--- src/verilog/ssps_pkg.sv ---
package ssps_pkg;
   // data address space offsets
   localparam logic [7:0] ADDR_PORT_DATA = 8'hd4;
   localparam logic [7:0] ADDR_PORT_CFG = 8'hd5;
   localparam logic [7:0] ADDR_PORT_PINS = 8'hd6;
   localparam logic [7:0] ADDR_SHIFT = 8'he9;
   localparam logic [7:0] ADDR_CTRL = 8'hee;
   localparam logic [7:0] ADDR_PSW = 8'hef;
   // reset values
   localparam logic [7:0] RST_PORT_DATA = 8'h00;
   localparam logic [7:0] RST_PORT_CFG = 8'h00;
   localparam logic [7:0] RST_SHIFT = 8'h00;
   localparam logic [7:0] RST_CTRL = 8'h00;
   localparam logic [7:0] RST_PSW = 8'h00;
   // field positions
   localparam int PIN_SO = 4;
   localparam int PIN_SK = 5;
   localparam int PIN_SI = 6;
   localparam int POL_BIT = 5;
   localparam int PHASE_BIT = 6;
   localparam int CTRL_RATE_LO = 0;
   localparam int CTRL_RATE_HI = 1;
   localparam int CTRL_ENABLE = 3;
   localparam int CTRL_IRQ_EN = 7;
   localparam int PSW_BUSY = 2;
   // timing
   localparam int XFER_BITS = 8;
   localparam int TC_DIV_DEFAULT = 10;
endpackage : ssps_pkg
--- src/verilog/ssps_core.sv ---
// Functional notes
// - Port enable routes serial-out and shift-clock onto port pins.
// - Serial-out pin driven when its config bit is 1, else high impedance.
// - Shift-clock config bit 1 drives internal clock, 0 accepts external.
// - After eight pulses busy clears and shifting stops.
// - Port data bit 5 selects shift-clock idle level, 0 low, 1 high.
// - Normal phase samples on rising edge, drives on falling edge.
// - Alternate phase samples on falling edge, drives on rising edge.
// - Shift register advances on falling edge in normal phase.
// - Config bit 6 selects clock phase, 0 normal, 1 alternate.
// - Phase select is cleared at power-up.
// - Idle-high polarity swaps the sampling and driving edges.
// - Setting busy starts shifting; clearing it early stops it.
// - When enabled an interrupt is raised after eight bits.
// - Master rate bits give periods of two, four or eight ticks of the TC_DIV prescaler.
`timescale 1ns/1ns
module ssps_core #(
   parameter int TC_DIV = ssps_pkg::TC_DIV_DEFAULT
) (
   input wire logic clk_sys,          // system clock
   input wire logic resetn,           // async reset, active low
   input wire logic [7:0] bus_addr,   // data address
   input wire logic [7:0] bus_wdata,  // write data
   input wire logic bus_wr,           // write strobe
   output logic [7:0] bus_rdata,      // read data, one cycle after address
   input wire logic [7:0] port_in,    // pin levels
   output logic [7:0] port_out,       // pin drive values
   output logic [7:0] port_oe,        // pin drive enables
   output logic shift_done_irq        // one-cycle pulse, eight bits shifted
);
   logic [7:0] pdata, pcfg, serial_shift_register, ctrl, processor_status_word;
   logic [7:0] next_pdata, next_pcfg, next_sio, next_ctrl, next_psw;
   logic [7:0] pin_s1, pin_s2;
   logic sk_prev, next_sk_prev;
   logic sk_int, next_sk_int;
   logic so_q, next_so_q;
   logic hold, next_hold;
   logic [3:0] bit_cnt, next_bit_cnt;
   logic [2:0] half_cnt, next_half_cnt;
   logic [15:0] tc_cnt, next_tc_cnt;
   logic [7:0] next_rdata, next_port_out, next_port_oe;
   logic next_irq;
   logic serial_port_enable, master, pol, phase, alt, busy, active, tc_tick;
   logic sk_level, rise, fall, sample_now, drive_now, shift_now, shift_in;
   logic sio_wr, psw_wr, done;
   logic [2:0] half_ticks;

   assign serial_port_enable = ctrl[ssps_pkg::CTRL_ENABLE];
   assign master = pcfg[ssps_pkg::PIN_SK];
   assign pol = pdata[ssps_pkg::POL_BIT];
   assign phase = pcfg[ssps_pkg::PHASE_BIT];
   assign alt = phase ^ pol;
   assign busy = processor_status_word[ssps_pkg::PSW_BUSY];
   assign active = busy && serial_port_enable;
   assign sio_wr = bus_wr && (bus_addr == ssps_pkg::ADDR_SHIFT);
   assign psw_wr = bus_wr && (bus_addr == ssps_pkg::ADDR_PSW);
   assign tc_tick = (tc_cnt == 16'(TC_DIV - 1));

   // slave clock comes from the pin through the synchroniser; the far end owns it
   assign sk_level = master ? sk_int : pin_s2[ssps_pkg::PIN_SK];
   assign rise = sk_level && !sk_prev;
   assign fall = !sk_level && sk_prev;
   assign sample_now = active && (alt ? fall : rise);
   assign drive_now = active && (alt ? rise : fall);
   // phase 0: drive edge returns the clock to idle, so shift there with the held
   // sample; phase 1: the last edge is a sample edge, so shift right on it
   assign shift_now = phase ? sample_now : (drive_now && bit_cnt != 4'h0 ? 1'b1 : 1'b0);
   assign shift_in = phase ? pin_s2[ssps_pkg::PIN_SI] : hold;
   // phase 0 counter runs one ahead of the shifts, so its eighth shift sees eight
   assign done = shift_now && (bit_cnt == (phase ? 4'(ssps_pkg::XFER_BITS - 1) :
      4'(ssps_pkg::XFER_BITS)));

   always_comb
   begin
      case ({ctrl[ssps_pkg::CTRL_RATE_HI], ctrl[ssps_pkg::CTRL_RATE_LO]})
         2'b00: half_ticks = 3'h1;
         2'b01: half_ticks = 3'h2;
         default: half_ticks = 3'h4;
      endcase
   end

   always_comb
   begin
      next_pdata = pdata;
      next_pcfg = pcfg;
      next_ctrl = ctrl;
      next_psw = processor_status_word;
      next_sio = serial_shift_register;
      next_so_q = so_q;
      next_hold = hold;
      next_bit_cnt = bit_cnt;
      next_half_cnt = half_cnt;
      next_sk_int = sk_int;
      next_sk_prev = sk_level;
      next_tc_cnt = tc_tick ? 16'h0000 : tc_cnt + 16'h0001;
      next_irq = 1'b0;
      // internal clock only toggles while a master transfer is live
      if (active && master)
      begin
         if (tc_tick)
         begin
            if (half_cnt == half_ticks - 3'h1)
            begin
               next_half_cnt = 3'h0;
               next_sk_int = !sk_int;
            end
            else
               next_half_cnt = half_cnt + 3'h1;
         end
      end
      else
      begin
         next_half_cnt = 3'h0;
         next_sk_int = pol;
      end
      if (!active)
      begin
         next_bit_cnt = 4'h0;
      end
      else
      begin
         if (sample_now)
            next_hold = pin_s2[ssps_pkg::PIN_SI];
         if (phase && sample_now)
            next_bit_cnt = bit_cnt + 4'h1;
         // phase 0 counts pending samples; a shift needs one taken before it
         if (!phase && sample_now && bit_cnt == 4'h0)
            next_bit_cnt = 4'h1;
         if (shift_now)
         begin
            next_sio = {serial_shift_register[6:0], shift_in};
            if (!phase)
               next_bit_cnt = bit_cnt + 4'h1;
         end
         if (drive_now)
            next_so_q = next_sio[7];
         if (done)
         begin
            next_psw[ssps_pkg::PSW_BUSY] = 1'b0;
            next_irq = ctrl[ssps_pkg::CTRL_IRQ_EN];
         end
      end
      // software access wins; a busy write in the done cycle is kept
      if (bus_wr)
      begin
         case (bus_addr)
            ssps_pkg::ADDR_PORT_DATA: next_pdata = bus_wdata;
            ssps_pkg::ADDR_PORT_CFG: next_pcfg = bus_wdata;
            ssps_pkg::ADDR_CTRL: next_ctrl = bus_wdata;
            ssps_pkg::ADDR_PSW: next_psw = bus_wdata;
            ssps_pkg::ADDR_SHIFT:
            begin
               next_sio = bus_wdata;
               next_so_q = bus_wdata[7];
            end
            default: next_pdata = pdata;
         endcase
      end
      // read data follows the address one cycle later
      case (bus_addr)
         ssps_pkg::ADDR_PORT_DATA: next_rdata = pdata;
         ssps_pkg::ADDR_PORT_CFG: next_rdata = pcfg;
         ssps_pkg::ADDR_PORT_PINS: next_rdata = pin_s2;
         ssps_pkg::ADDR_SHIFT: next_rdata = serial_shift_register;
         ssps_pkg::ADDR_CTRL: next_rdata = ctrl;
         ssps_pkg::ADDR_PSW: next_rdata = processor_status_word;
         default: next_rdata = 8'h00;
      endcase
      next_port_out = pdata;
      next_port_oe = pcfg;
      if (serial_port_enable)
      begin
         next_port_out[ssps_pkg::PIN_SO] = so_q;
         next_port_oe[ssps_pkg::PIN_SO] = pcfg[ssps_pkg::PIN_SO];
         next_port_out[ssps_pkg::PIN_SK] = sk_int;
         next_port_oe[ssps_pkg::PIN_SK] = master;
      end
   end

   always_ff @(posedge clk_sys or negedge resetn)
   begin
      if (!resetn)
      begin
         pdata <= ssps_pkg::RST_PORT_DATA;
         pcfg <= ssps_pkg::RST_PORT_CFG;
         ctrl <= ssps_pkg::RST_CTRL;
         processor_status_word <= ssps_pkg::RST_PSW;
         serial_shift_register <= ssps_pkg::RST_SHIFT;
         so_q <= 1'b0;
         hold <= 1'b0;
         bit_cnt <= 4'h0;
         half_cnt <= 3'h0;
         sk_int <= 1'b0;
         sk_prev <= 1'b0;
         tc_cnt <= 16'h0000;
         pin_s1 <= 8'h00;
         pin_s2 <= 8'h00;
         bus_rdata <= 8'h00;
         port_out <= 8'h00;
         port_oe <= 8'h00;
         shift_done_irq <= 1'b0;
      end
      else
      begin
         pdata <= next_pdata;
         pcfg <= next_pcfg;
         ctrl <= next_ctrl;
         processor_status_word <= next_psw;
         serial_shift_register <= next_sio;
         so_q <= next_so_q;
         hold <= next_hold;
         bit_cnt <= next_bit_cnt;
         half_cnt <= next_half_cnt;
         sk_int <= next_sk_int;
         sk_prev <= next_sk_prev;
         tc_cnt <= next_tc_cnt;
         pin_s1 <= port_in;
         pin_s2 <= pin_s1;
         bus_rdata <= next_rdata;
         port_out <= next_port_out;
         port_oe <= next_port_oe;
         shift_done_irq <= next_irq;
      end
   end

   a_phase_reset: assert property (@(posedge clk_sys) $rose(resetn) |-> !pcfg[6])
      else $error("phase select not cleared by reset");
   a_so_tristate: assert property (@(posedge clk_sys) disable iff (!resetn)
      (serial_port_enable && !pcfg[4]) |=> !port_oe[4])
      else $error("serial-out driven while its config bit is 0");
   a_sk_slave_in: assert property (@(posedge clk_sys) disable iff (!resetn)
      (serial_port_enable && !pcfg[5]) |=> !port_oe[5])
      else $error("shift-clock pin driven in slave operation");
   a_sk_master_out: assert property (@(posedge clk_sys) disable iff (!resetn)
      (serial_port_enable && pcfg[5]) |=> (port_oe[5] && port_out[5] == $past(sk_int)))
      else $error("internal shift clock not routed to pin");
   a_busy_done: assert property (@(posedge clk_sys) disable iff (!resetn)
      (done && !psw_wr) |=> (!busy && shift_done_irq == $past(ctrl[7])))
      else $error("busy not cleared after eighth shift");
   a_idle_frozen: assert property (@(posedge clk_sys) disable iff (!resetn)
      (!busy && !sio_wr) |=> ($stable(serial_shift_register) && $stable(so_q)))
      else $error("shift register moved while idle");
   a_msb_first: assert property (@(posedge clk_sys) disable iff (!resetn)
      (shift_now && !sio_wr) |=> serial_shift_register == {$past(serial_shift_register[6:0]), $past(shift_in)})
      else $error("shift direction wrong");
   a_drive_edge: assert property (@(posedge clk_sys) disable iff (!resetn)
      (drive_now && !sio_wr) |=> so_q == serial_shift_register[7])
      else $error("serial-out not updated on drive edge");
   a_normal_fall: assert property (@(posedge clk_sys) disable iff (!resetn)
      (shift_now && !phase && !pol) |-> fall)
      else $error("normal phase shift off the falling edge");
endmodule : ssps_core

--- config.mk ---
export PLATFORM = sky130hd
export DESIGN_NAME = ssps_core
export DESIGN_NICKNAME = d
export VERILOG_FILES = /design/src/verilog/ssps_pkg.sv /design/src/verilog/ssps_core.sv
export SDC_FILE = /design/constraint.sdc
export NUM_CORES = 1
export LEC_CHECK = 0
export BUFFER_PORTS_ARGS = -buffer_cell sky130_fd_sc_hd__clkbuf_2
export CORE_MARGIN = 2
export CORE_UTILIZATION = 34
export CTS_CLUSTER_SIZE = 40
export DETAILED_ROUTE_END_ITERATION = 8
export HOLD_SLACK_MARGIN = 0.15
export MAX_ROUTING_LAYER = met4
export PLACE_DENSITY = 0.53
export SLEW_MARGIN = 10
export SYNTH_ARGS = -nofsm -noshare
export SYNTH_HDL_FRONTEND = slang
export SYNTH_SLANG_ARGS = --single-unit
--- constraint.sdc ---
create_clock -name clk_sys -period 2.31 [get_ports clk_sys]
set_clock_uncertainty 0.1 [all_clocks]
set_input_delay 0.462 -clock clk_sys [delete_from_list [all_inputs] [get_ports clk_sys]]
set_output_delay 0.462 -clock clk_sys [all_outputs]
set_load 0.01 [all_outputs]
# == After elaboration in Yosys (flattened, before gate mapping) ==
# Cells that the tools add are included.
# totals
register_bits,108
in_bits,27
output_inout_bits,25
word_cells,96
# classes
addsub,4
eq_ne,12
muxes,36
bitwise_logic,1
n_reduce_logical,24
# op_table
operator,n
$eq A8 B8 Y1 const B,6
$pmux W8 S6,1
$mux W8,4
$mux W4,6
$mux W1,17
$add A16 B1 Y16 const B,1
$eq A16 B4 Y1 const B,1
$mux W16,1
$mux W3,5
$reduce_and A2 Y1,6
$logic_and A1 B1 Y1,11
$pmux W3 S2,1
$add A4 B1 Y4 const B,1
$eq A4 B4 Y1,1
$logic_not A1 Y1,4
$logic_not A4 Y1,1
$reduce_bool A4 Y1,1
$add A3 B1 Y3 const B,1
$eq A3 B3 Y1,1
$sub A3 B1 Y3 const B,1
$eq A2 B1 Y1 const B,1
$logic_not A2 Y1,1
$mux W2,1
$ne A2 B1 Y1 const B,1
2 further kinds,2

# == Depth between registers and ports, before layout ==
# Gate-level depths: netlist (run 1).
# depth
depth_word,13
mapped_depth,9
ltp_nobuf,8

# == Worst setup path after synthesis (run 1) ==
# OpenSTA, ideal clock, no wires.
# synth_timing
kind,register to register
startpoint,reg bit_cnt[0]
endpoint,reg serial_shift_register[6]
setup_ns,0.123
arrival_ns,1.858
required_time_ns,2.087
setup_slack_ns,0.228
stages_incl_launch_ff,10
path_buffers,2
synth_period_minus_slack_ns,2.082
path_cell_list,dfrtp_1 clkbuf_1 inv_1 ha_1 or4b_4 nand2_2 o21bai_4 buf_12 mux2i_1 o21ai_1
# synth_between
elab_chain_cells,8
# synth_lines
element,line,text
start: declaration,ssps_core.sv:38,"logic [3:0] bit_cnt, next_bit_cnt;"
start signal: assignment,ssps_core.sv:212,bit_cnt <= next_bit_cnt;
$reduce_bool A4 Y1 *,ssps_core.sv:67,assign shift_now = phase ? sample_now : (drive_now && bit_cnt != 4'h0 ? 1'b1 : 1'b0);
$logic_and A1 B1 Y1 *,ssps_core.sv:67,
$mux W1 * (2 in a row),ssps_core.sv:67,
$mux W8 *,ssps_core.sv:129,if (shift_now)
$mux W8 *,ssps_core.sv:116,if (!active)
$mux W8,ssps_core.sv:146,case (bus_addr)
$mux W8 *,ssps_core.sv:144,if (bus_wr)
via next_sio[6],ssps_core.sv:32,"logic [7:0] next_pdata, next_pcfg, next_sio, next_ctrl, next_psw;"
end signal: assignment,ssps_core.sv:188,serial_shift_register <= ssps_pkg::RST_SHIFT;
end signal: assignment,ssps_core.sv:209,serial_shift_register <= next_sio;
end: declaration,ssps_core.sv:31,"logic [7:0] pdata, pcfg, serial_shift_register, ctrl, processor_status_word;"
# The timed path passes the listed nets; every way through them passes the cells marked *.
# A chain may end at the register's enable or synchronous reset.

# == Final worst setup path (run 1) ==
# layout_timing
startpoint,reg bit_cnt[1]
endpoint,reg bit_cnt[3]
# layout_between
elab_chain_cells,6
word_cells_on_any_way,12
cone_classes,1 x add/sub; 7 x mux; 4 x reduce/logical
# layout_lines
element,line,text
"$add A4 B1 Y4, or another cell as far along","ssps_core.sv:125, ssps_core.sv:133",
"$mux W4, or another cell as far along",ssps_core.sv:124,if (phase && sample_now)
$mux W4 or $mux W1 (tied branches),"ssps_core.sv:127, ssps_core.sv:67",
$mux W4 or $mux W1 (tied branches),"ssps_core.sv:132, ssps_core.sv:67",
$mux W4 *,ssps_core.sv:129,
$mux W4 *,ssps_core.sv:116,
via next_bit_cnt[3],ssps_core.sv:38,
# Marks and branches as above.

==> results of run 1 <==
==> kinds of logic after synthesis <==
family	Yosys count
XOR/XNOR	22
buffers and inverters	22
multiplexers	57
adder cells (fa/ha/maj)	6
AO/OA/AOI/OAI	58
flip-flops	108
AND/OR/NAND/NOR	111
==> how the worst max path moves through the flow <==
stage | end | slack [ps] | cells past startpoint
after CTS | half_cnt[2] | 170 | 8
final | bit_cnt[3] | 160 | 8
after global placement | pdata[7] | 210 | 7
after global routing | sk_int | 8 | 8
after detailed placement | half_cnt[2] | 190 | 7
after floorplan | serial_shift_register[6] | 230 | 9
==> metal layers <==
layer	GRT usage, %	routed length [µm]
met5	-	0
met4	4.24	129
met3	4.65	540
met1	20.2	4750
met2	23.9	4790
==> cells in the mapped netlist, types with 2 or more instances <==
library cell / instances / area [µm²]
sky130_fd_sc_hd__a21oi_1: 9 / 45.0
sky130_fd_sc_hd__a22o_1: 2 / 17.5
sky130_fd_sc_hd__a22oi_1: 3 / 22.5
sky130_fd_sc_hd__a31oi_1: 3 / 18.8
sky130_fd_sc_hd__a32oi_1: 3 / 26.3
sky130_fd_sc_hd__and2_1: 2 / 12.5
sky130_fd_sc_hd__and3_1: 5 / 31.3
sky130_fd_sc_hd__and4_1: 2 / 17.5
sky130_fd_sc_hd__buf_2: 5 / 25.0
sky130_fd_sc_hd__clkbuf_1: 7 / 26.3
sky130_fd_sc_hd__dfrtp_1: 108 / 2700
sky130_fd_sc_hd__ha_1: 6 / 75.1
sky130_fd_sc_hd__inv_1: 5 / 18.8
sky130_fd_sc_hd__mux2_2: 36 / 405
sky130_fd_sc_hd__mux2i_1: 19 / 190
sky130_fd_sc_hd__mux2i_2: 2 / 27.5
sky130_fd_sc_hd__nand2_1: 35 / 131
sky130_fd_sc_hd__nand2b_1: 5 / 31.3
sky130_fd_sc_hd__nand3_1: 17 / 85.1
sky130_fd_sc_hd__nand4_1: 3 / 18.8
sky130_fd_sc_hd__nor2_1: 17 / 63.8
sky130_fd_sc_hd__nor2b_1: 6 / 37.5
sky130_fd_sc_hd__nor3b_1: 5 / 37.5
sky130_fd_sc_hd__nor4_1: 3 / 18.8
sky130_fd_sc_hd__o211ai_1: 2 / 15.0
sky130_fd_sc_hd__o21ai_0: 11 / 55.1
sky130_fd_sc_hd__o21ai_1: 10 / 50.1
sky130_fd_sc_hd__o221ai_1: 4 / 35.0
sky130_fd_sc_hd__o22ai_1: 2 / 12.5
sky130_fd_sc_hd__xnor2_1: 18 / 158
sky130_fd_sc_hd__xor2_1: 4 / 35.0
==> per-stage QoR <==
stage	util, %	instance area [µm²]	hold slack, ps	std cells	setup slack [ps]
finish	42.3	5650	250	643	160
global route	42.3	5650	256	643	8.36
CTS	42.3	5650	250	643	170
detailed placement	39.5	5270	235	618	189
global placement	39.5	5270	234	618	206
floorplan	-	4680	66.4	384	228
==> power breakdown <==
group	switching, mW	internal, mW	total (mW)	leakage, nW
clock	0.655	0.874	1.53	0.144
sequential	0.0521	1.97	2.02	1.41
combinational	0.153	0.133	0.286	1.10
total	0.859	2.97	3.83	2.66
==> flip-flops by register name (all words and copies together), names as in the netlist, 3 cells and up <==
name,flops
pin_s1,8
half_cnt,3
processor_status_word,8
next_port_oe,8
bus_rdata,8
tc_cnt,16
serial_shift_register,8
pin_s2,8
pdata,8
ctrl,8
port_oe,8
bit_cnt,4
port_out,8
==> area by class of cell <==
cell class	count	area, µm²	area share, %
Tap cell	176	220	3.90
Multi-Input combinational cell	254	1870	33.0
Timing Repair Buffer	83	546	9.65
Clock inverter	3	43.8	0.775
Inverter	6	22.5	0.398
Sequential cell	108	2700	47.8
Clock buffer	13	250	4.43
==> flow_summary.rst, run 1 <==
.. list-table::
   :header-rows: 1

   * - Metric
     - Value
   * - First-pass DRT Iterations
     - 4
   * - Crit path largest cell delay
     - 500 ps
   * - TritonCTS sink count
     - about 110
   * - Fraction of the mapped netlist area in compound gates
     - 8.31%
   * - Capture point of the worst reg-to-reg path
     - bit_cnt[3]
   * - Average footprint of a synthesized cell
     - between 10 and 15 µm²
   * - Hold Vio Cnt, Final
     - 0
   * - Min-Delay Path Class
     - reg2reg
   * - Share of cells above drive strength 1
     - roughly 29%
   * - Cell leakage power
     - ~2.7 nW
   * - Dpl hpwl
     - between 7000 and 8000 µm
   * - Max IR drop VDD
     - ~460 µV
   * - Flip-flop cell with the highest count after synthesis
     - sky130_fd_sc_hd__dfrtp_1
   * - Clock insertion delay at the later pin of the skew report
     - between 300 and 400 ps
   * - Worst path cell trace
     - inv_1, ha_1, or4b_4, nand2_2, o21bai_4, nor2_1, xnor2_1, nor2_1
   * - Die extent in x
     - 121 µm
   * - Sort of element at the end of the critical path
     - flip-flop
   * - Overall routed net length
     - around 10000 µm
   * - Status
     - complete, no violations
   * - Most common cell after layout, fill and taps aside
     - sky130_fd_sc_hd__dfrtp_1
   * - Starting Density
     - a little over a third
   * - Fin nets
     - 495
   * - First element of the critical path
     - bit_cnt[1]
   * - Worst path top cell family by delay
     - simple AND/OR/NAND/NOR gates
   * - CTS clock-pin slew for the worst setup and hold paths
     - 70 ps
   * - Via count of the first global-routing pass
     - 3297
   * - Fraction of synthesized area in multiplexers
     - 13.3%
   * - Port bufs
     - 51
   * - Number of buffers created by CTS
     - 9
   * - Number of cells on the worst hold path
     - 0
   * - Number of antenna violations at the first check in global routing
     - 0
   * - Final-report max-slew violation count
     - 0
   * - Antenna diode count
     - 0
   * - Rows
     - 42
   * - Max Buffers Root-to-Sink
     - 2
   * - Final Cycle Share
     - between 90 and 100%
   * - Worst Hold Endpoint
     - pin_s2[4]
   * - Total setup buffers inserted after CTS
     - 0
   * - GP Congestion
     - 0.820
   * - Final routed wire length divided by cell count
     - 15.9 µm
   * - Clock tree root driver cell
     - sky130_fd_sc_hd__clkbuf_16
   * - Startpoint type of the worst setup path
     - flip-flop
   * - Number of instances in the synthesized netlist
     - about 380
   * - Number of enable flip-flop cells after synthesis
     - 0
   * - Number of placed I/O pins
     - 52
   * - CTS tree
     - yes
   * - Number of distinct library cells after synthesis
     - 56
   * - Power density normalized to cell area
     - about 680 nW/µm²
   * - Number of setup violations in the final report
     - 0
   * - CTS Hold Bufs
     - 9
   * - Max-slew headroom
     - between 60 and 70%
   * - Yosys reg bits
     - 108
   * - Overall Power
     - roughly 3.8 mW
   * - Synth Area in Simple Gates
     - between 10% and 20%
   * - Total vias in the final route
     - between 3k and 4k
   * - Start point of the worst min-delay path
     - pin_s1[4]
   * - Highest net fanout along the worst path
     - 14
   * - Synthesized-area fraction occupied by xor and xnor cells
     - under 10%
   * - Unrepaired setup endpoints after global routing
     - false
   * - Required time worst endpoint
     - 2450 ps
   * - Die height
     - between 100 and 150 µm
   * - Startpoint of the lowest-slack register-to-register path
     - bit_cnt[1]
   * - Post-synth design cell area
     - roughly 4700 µm²
   * - Aggregate negative setup slack
     - 0 ps
   * - Number of buffers and inverters on the critical path
     - 1
   * - Largest net degree at the start of global routing
     - between 40 and 50
   * - Max H-tree Level
     - 3
   * - Synth async-reset ratio
     - 100%
   * - Core Footprint
     - around 13000 µm²
   * - Measured slew at the worst slew-check pin
     - 484 ps
   * - Critical path's slowest cell
     - sky130_fd_sc_hd__or4b_4
   * - Achievable Freq
     - around 0.47 GHz
   * - GRT Overall Usage
     - between 10% and 20%
   * - Sequential fraction of the synthesis area
     - 57.7%
   * - Worst reg2reg setup slack
     - ~160 ps
   * - Residual overflow from global routing
     - 0
   * - Data arrival time of the critical path
     - between 2000 and 2500 ps
   * - Number of nets produced by synthesis
     - between 400 and 500
   * - Remaining antenna violation count
     - 0
   * - Initial DRC count
     - between 150 and 200
   * - Adder-Cell Fraction of Synth Area
     - 1.60%
   * - Path depth of the worst reg2reg path
     - 8
   * - YS warnings
     - 0
   * - Dominant combinational cell family by area after synthesis
     - multiplexers
   * - Synthesis-to-layout area growth
     - 20.7%
   * - Minimum clock period
     - about 2100 ps
   * - Fill count
     - 1337
   * - Die outline area
     - approximately 15000 µm²
   * - Kind of critical path
     - reg2reg
   * - Global-route wire length before repair
     - 17000 µm
   * - Via/cell ratio
     - just under 5
   * - Number of gates given a new drive strength after cts
     - 0
   * - Most Frequent Cell on Critical Path
     - sky130_fd_sc_hd__nor2_1
   * - DRC Markers
     - 0
   * - Commonest cells after routing, fill and taps aside
     - 108 x sky130_fd_sc_hd__dfrtp_1, 50 x sky130_fd_sc_hd__clkbuf_2, 36 x sky130_fd_sc_hd__mux2_2, 35 x sky130_fd_sc_hd__nand2_1, 22 x sky130_fd_sc_hd__buf_4
   * - Maximum capacitance violations
     - 0
Power figures use the tool's default switching activity.
==> inputs of run 2 (changes only) <==
ABC_CLOCK_PERIOD_IN_PS = 2100   (was not set)
clock period = 2.1 ns   (was 2.31 ns; I/O delays follow)
==> flow_summary.rst, run 2 (synthesis results as in run 1) <==
.. list-table::
   :header-rows: 1

   * - Metric
     - Value
   * - Proportion of total power due to net switching
     - 22.7%
   * - Crit path largest cell delay
     - approximately 370 ps
   * - Worst-case hold slack
     - between 200 and 250 ps
   * - GRT Overall Usage
     - 16.3%
   * - Required time worst endpoint
     - 2230 ps
   * - TritonCTS sink count
     - between 100 and 150
   * - Number of placed I/O pins
     - between 50 and 60
   * - Die extent in x
     - approximately 120 µm
   * - Share of cells above drive strength 1
     - ~32%
   * - Portion of total power attributed to sequential cells
     - 51.7%
   * - Clock tree root driver cell
     - sky130_fd_sc_hd__clkbuf_16
   * - Top reg by flops
     - tc_cnt
   * - Final routed wire length divided by cell count
     - 16.6 µm
   * - Die outline area
     - 14700 µm²
   * - Number of buffers and inverters on the critical path
     - 1
   * - DRC Markers
     - 0
   * - Min-Delay Path Class
     - reg2reg
   * - Kind of critical path
     - reg2reg
   * - Achievable Freq
     - 0.502 GHz
   * - Clock insertion delay at the later pin of the skew report
     - about 350 ps
   * - Dpl hpwl
     - 7710 µm
   * - GP Congestion
     - 0.848
   * - Final-report max-slew violation count
     - 0
   * - Via/cell ratio
     - 4.96
   * - Final Cycle Share
     - roughly 95%
   * - Cell-internal power
     - roughly 3.3 mW
   * - CTS tree
     - yes
   * - First-pass DRT Iterations
     - 4
   * - Max IR drop VDD
     - approximately 610 µV
   * - Overall routed net length
     - around 11000 µm
   * - Fin nets
     - 511
   * - Startpoint type of the worst setup path
     - flip-flop
   * - Max Buffers Root-to-Sink
     - 2
   * - Fill count
     - approximately 1.3k
   * - Portion of total power attributed to combinational logic
     - roughly 8%
   * - Rows
     - 42
   * - Sort of element at the end of the critical path
     - flip-flop
   * - Multi-input logic area
     - 1900 µm²
   * - Number of buffers created by CTS
     - 9
   * - Remaining antenna violation count
     - 0
   * - Port bufs
     - between 50 and 60
   * - Highest net fanout along the worst path
     - 4
   * - Largest net degree at the start of global routing
     - 35
   * - Clk network pwr share
     - 40.3%
   * - Worst path cell trace
     - or2_2, ha_4, xnor2_1, xnor2_1, o31ai_2, buf_4, o41ai_1
   * - Global-route wire length before repair
     - 17800 µm
   * - CTS clock-pin slew for the worst setup and hold paths
     - approximately 70 ps
   * - Worst slack after detailed placement
     - between 4 and 5 ps
   * - Die height
     - between 100 and 150 µm
   * - Power density normalized to cell area
     - 739 nW/µm²
   * - Hold Vio Cnt, Final
     - 0
   * - Commonest cells after routing, fill and taps aside
     - 108 x sky130_fd_sc_hd__dfrtp_1, 50 x sky130_fd_sc_hd__clkbuf_2, 37 x sky130_fd_sc_hd__buf_4, 36 x sky130_fd_sc_hd__mux2_2, 35 x sky130_fd_sc_hd__nand2_1
   * - Initial DRC count
     - about 170
   * - Final cell count without fillers
     - approximately 660
   * - Worst path top cell family by delay
     - compound AO/OA/AOI/OAI gates
   * - Total vias in the final route
     - 3268
   * - Most Frequent Cell on Critical Path
     - sky130_fd_sc_hd__xnor2_1
   * - Data arrival time of the critical path
     - 2120 ps
   * - Max-slew headroom
     - between 60 and 70%
   * - Register area
     - approximately 2700 µm²
   * - Max H-tree Level
     - 3
   * - Number of setup violations in the final report
     - 0
   * - Dpl cells
     - about 630
   * - Largest register FFs
     - 16
   * - Number of antenna violations at the first check in global routing
     - 0
   * - Minimum clock period
     - approximately 2000 ps
   * - Residual overflow from global routing
     - 0
   * - Antenna diode count
     - 0
   * - Synthesis-to-layout area growth
     - 24.1%
   * - Cell leakage power
     - approximately 2.8 nW
   * - Starting Density
     - a little over a third
   * - Unrepaired setup endpoints after global routing
     - true
   * - Via count of the first global-routing pass
     - approximately 3.4k
   * - Core Footprint
     - about 13000 µm²
   * - Status
     - complete, no violations
   * - Setup WS post-layout
     - between 100 and 150 ps
   * - Most common cell after layout, fill and taps aside
     - sky130_fd_sc_hd__dfrtp_1
   * - Measured slew at the worst slew-check pin
     - approximately 530 ps
   * - Psw
     - 977 µW
   * - Aggregate negative setup slack
     - 0 ps
   * - Maximum capacitance violations
     - 0
   * - Critical path's slowest cell
     - sky130_fd_sc_hd__dfrtp_1
[run 2: per-stage QoR]
stage,utilization [%],cell area [µm²],power (mW)
floorplan,-,4680,2.40
detailed placement,40.2,5370,2.59
global route,43.5,5810,4.50
finish,43.5,5810,4.30
global placement,40.2,5370,2.58
CTS,43.2,5770,4.35
[run 2: cell type report]
cell class / count / area share [%]
Clock buffer: 13 / 4.48
Clock inverter: 3 / 0.754
Inverter: 6 / 0.388
Multi-Input combinational cell: 255 / 32.8
Sequential cell: 108 / 46.5
Tap cell: 176 / 3.79
Timing Repair Buffer: 98 / 11.3
[run 2: layer usage]
layer | vias up | global-route usage [%] | share of wire (%)
met5 | - | - | 0
met4 | 0 | 5.39 | 1.4
met3 | 12 | 3.62 | 3.3
met2 | 53 | 25.5 | 48
met1 | 1649 | 21.1 | 47
li1 | 1554 | - | -
[run 2: path summary, 6_finish.rpt]
path                            slack (ps)     endpoint  depth (start not counted)      start
min in group asynchronous              490   bit_cnt[1]                          2     resetn
worst min-delay path                   250    pin_s2[4]                          0  pin_s1[4]
max in group asynchronous              790     pdata[5]                          3     resetn
worst max-delay path                   110  half_cnt[2]                          7    ctrl[0]
worst min register to register         250    pin_s2[4]                          0  pin_s1[4]
worst max register to register         110  half_cnt[2]                          7    ctrl[0]
[run 2: power groups by stage]
stage | clock (mW) | sequential [mW] | combinational, mW
finish | 1.73 | 2.22 | 0.344
global route | 1.88 | 2.23 | 0.383
CTS | 1.79 | 2.22 | 0.345
detailed placement | 0 | 2.26 | 0.330
global placement | 0 | 2.26 | 0.324
floorplan | 0 | 2.25 | 0.154
[run 2: what timing repair did]
item,CTS,global route
setup endpoints to repair,1,11
resized for setup,0,5
hold buffers,9,0
pin swaps,1,2
endpoints found under the hold margin,38,0
gates cloned,0,1
setup buffers,1,1
==> inputs of run 3 (changes only) <==
CORE_UTILIZATION = 50   (was 34)
PLACE_DENSITY = 0.72   (was 0.53)
==> flow_summary.rst, run 3 (synthesis results as in run 1) <==
.. list-table::
   :header-rows: 1

   * - Metric
     - Value
   * - Power density normalized to cell area
     - 688 nW/µm²
   * - Antenna diode count
     - 0
   * - Max-slew headroom
     - a little under three fifths
   * - Residual overflow from global routing
     - 0
   * - Worst path cell trace
     - mux2i_2, nor3b_1, o21bai_2, o211ai_1, o31ai_1
   * - Max H-tree Level
     - 3
   * - Most common cell after layout, fill and taps aside
     - sky130_fd_sc_hd__dfrtp_1
   * - Die extent in x
     - roughly 100 µm
   * - Port bufs
     - around 50
   * - Hold Vio Cnt, Final
     - 0
   * - Clock insertion delay at the later pin of the skew report
     - 380 ps
   * - Fin nets
     - 507
   * - Final cell count without fillers
     - 590
   * - Core Footprint
     - between 9000 and 10000 µm²
   * - CTS tree
     - yes
   * - Cell leakage power
     - between 2 and 3 nW
   * - Kind of critical path
     - reg2reg
   * - Proportion of total power due to net switching
     - a little over a quarter
   * - GRT Overall Usage
     - 21.4%
   * - Max Buffers Root-to-Sink
     - 2
   * - Highest net fanout along the worst path
     - 7
   * - Min-Delay Path Class
     - in2reg
   * - Commonest cells after routing, fill and taps aside
     - 108 x sky130_fd_sc_hd__dfrtp_1, 50 x sky130_fd_sc_hd__clkbuf_2, 36 x sky130_fd_sc_hd__mux2_2, 35 x sky130_fd_sc_hd__nand2_1, 34 x sky130_fd_sc_hd__buf_4
   * - DRC Markers
     - 0
   * - Status
     - complete, no violations
   * - Minimum clock period
     - 2020 ps
   * - Overall routed net length
     - about 9900 µm
   * - Final routed wire length divided by cell count
     - roughly 17 µm
   * - Dpl hpwl
     - around 7000 µm
   * - Required time worst endpoint
     - ~2300 ps
   * - Share of cells above drive strength 1
     - a little under a third
   * - Dpl cells
     - 561
   * - Final Cycle Share
     - 96.0%
   * - TritonCTS sink count
     - 108
   * - Number of antenna violations at the first check in global routing
     - 0
   * - Worst path top cell family by delay
     - compound AO/OA/AOI/OAI gates
   * - Synthesis-to-layout area growth
     - 19.4%
   * - Critical path's slowest cell
     - sky130_fd_sc_hd__nor3b_1
   * - Crit path largest cell delay
     - roughly 570 ps
   * - Final-report max-slew violation count
     - 0
   * - Starting Density
     - about half
   * - Number of buffers created by CTS
     - 9
   * - Remaining antenna violation count
     - 0
   * - Top reg by flops
     - tc_cnt
   * - Largest net degree at the start of global routing
     - between 60 and 70
   * - First-pass DRT Iterations
     - 4
   * - Measured slew at the worst slew-check pin
     - between 600 and 700 ps
   * - Aggregate negative setup slack
     - 0 ps
   * - Total vias in the final route
     - 3295
   * - Global-route wire length before repair
     - around 16000 µm
   * - Clk network pwr share
     - 33.7%
   * - Maximum capacitance violations
     - 0
   * - Startpoint type of the worst setup path
     - flip-flop
   * - Via count of the first global-routing pass
     - roughly 3.2k
   * - GP Congestion
     - slightly above 0.9
   * - Worst Hold Endpoint
     - serial_shift_register[1]
   * - Worst reg2reg setup slack
     - 80 ps
   * - Number of setup violations in the final report
     - 0
   * - Die height
     - 101 µm
   * - Cell-internal power
     - 2.80 mW
   * - Number of cells on the worst hold path
     - 3
   * - Via/cell ratio
     - 5.58
   * - Psw
     - between 1 and 1.5 mW
   * - Startpoint of the lowest-slack register-to-register path
     - next_port_oe[5]
   * - Unrepaired setup endpoints after global routing
     - false
   * - Path depth of the worst reg2reg path
     - 5
   * - Fill count
     - around 720
   * - Sort of element at the end of the critical path
     - flip-flop
   * - Capture point of the worst reg-to-reg path
     - bit_cnt[2]
   * - Initial DRC count
     - approximately 160
   * - CTS clock-pin slew for the worst setup and hold paths
     - 120 ps
   * - Rows
     - 35
   * - Number of placed I/O pins
     - 52
   * - Clock tree root driver cell
     - sky130_fd_sc_hd__clkbuf_8
   * - Number of buffers and inverters on the critical path
     - 0
   * - Start point of the worst min-delay path
     - bus_wdata[1]
   * - Achievable Freq
     - 0.496 GHz
   * - Max IR drop VDD
     - between 300 and 400 µV
   * - Largest register FFs
     - 16
   * - Die outline area
     - 10200 µm²
   * - Portion of total power attributed to combinational logic
     - between 8 and 9%
   * - Data arrival time of the critical path
     - about 2200 ps
   * - Portion of total power attributed to sequential cells
     - between 50% and 60%
==> run 3: cell types whose count changed in the layout (fill, tap and decap cells not counted), moves of 2 or more <==
cell / previous run / this run
sky130_fd_sc_hd__clkbuf_16: 9 / 0
sky130_fd_sc_hd__clkbuf_8: 2 / 9
sky130_fd_sc_hd__buf_4: 37 / 34
sky130_fd_sc_hd__clkbuf_1: 2 / 0
sky130_fd_sc_hd__clkinv_4: 0 / 2
sky130_fd_sc_hd__clkinv_8: 0 / 2
sky130_fd_sc_hd__inv_8: 0 / 2
==> run 3: power groups by stage <==
stage	Clock [mW]	Sequential (mW)	Combinational [mW]
after floorplan	0	2.25	0.154
final	1.30	2.22	0.331
after global placement	0	2.25	0.303
after detailed placement	0	2.26	0.310
after global routing	1.42	2.23	0.366
after CTS	1.34	2.22	0.325
==> run 3: cell type report <==
cell class	count	area (µm²)	area share, %
Sequential cell	108	2700	48.3
Multi-Input combinational cell	255	1900	34.0
Timing Repair Buffer	94	616	11.0
Tap cell	111	139	2.48
Clock buffer	9	124	2.22
Clock inverter	7	88.8	1.59
Inverter	6	22.5	0.403
==> run 3: worst max path at each step <==
stage,start,endpoint,cells past startpoint
floorplan,bit_cnt[0],serial_shift_register[6],9
global placement,bus_addr[5],pdata[4],7
detailed placement,ctrl[0],half_cnt[2],7
CTS,ctrl[0],half_cnt[2],7
global route,bit_cnt[1],so_q,8
finish,next_port_oe[5],bit_cnt[2],5
==> run 3: what timing repair did <==
| item | 4_1_cts | 5_1_grt |
|---|---|---|
| endpoints found under the setup margin | 0 | 13 |
| endpoints found under the hold margin | 33 | 0 |
| resized for setup | 0 | 6 |
| hold buffers | 9 | 0 |
| setup buffers | 0 | 3 |
==> run 3: metrics by stage <==
| step | total power [mW] | util [%] | worst slack (ps) | area, µm² | hold WS [ps] |
|---|---|---|---|---|---|
| floorplan | 2.40 | - | 18.5 | 4680 | 24.4 |
| global placement | 2.56 | 57.2 | 90.5 | 5230 | 232 |
| detailed placement | 2.57 | 57.2 | 33.5 | 5230 | 235 |
| CTS | 3.88 | 60.5 | 38.9 | 5540 | 184 |
| global route | 4.02 | 61.1 | 6.64 | 5590 | 216 |
| finish | 3.84 | 61.1 | 84.8 | 5590 | 197 |
==> run 3: per-layer routing <==
metal / GRT usage (%) / up-vias / routed length, µm
met4: 8.64 / 0 / 167
met5: - / - / 0
met1: 28.6 / 1625 / 4480
li1: - / 1544 / -
met3: 4.58 / 16 / 499
met2: 32.0 / 110 / 4770
==> run 3: worst register-to-register path, cell delays in order (launching register included) <==
cell	delay, ps
sky130_fd_sc_hd__dfrtp_1	430
sky130_fd_sc_hd__mux2i_2	190
sky130_fd_sc_hd__nor3b_1	570
sky130_fd_sc_hd__o21bai_2	270
sky130_fd_sc_hd__o211ai_1	250
sky130_fd_sc_hd__o31ai_1	100
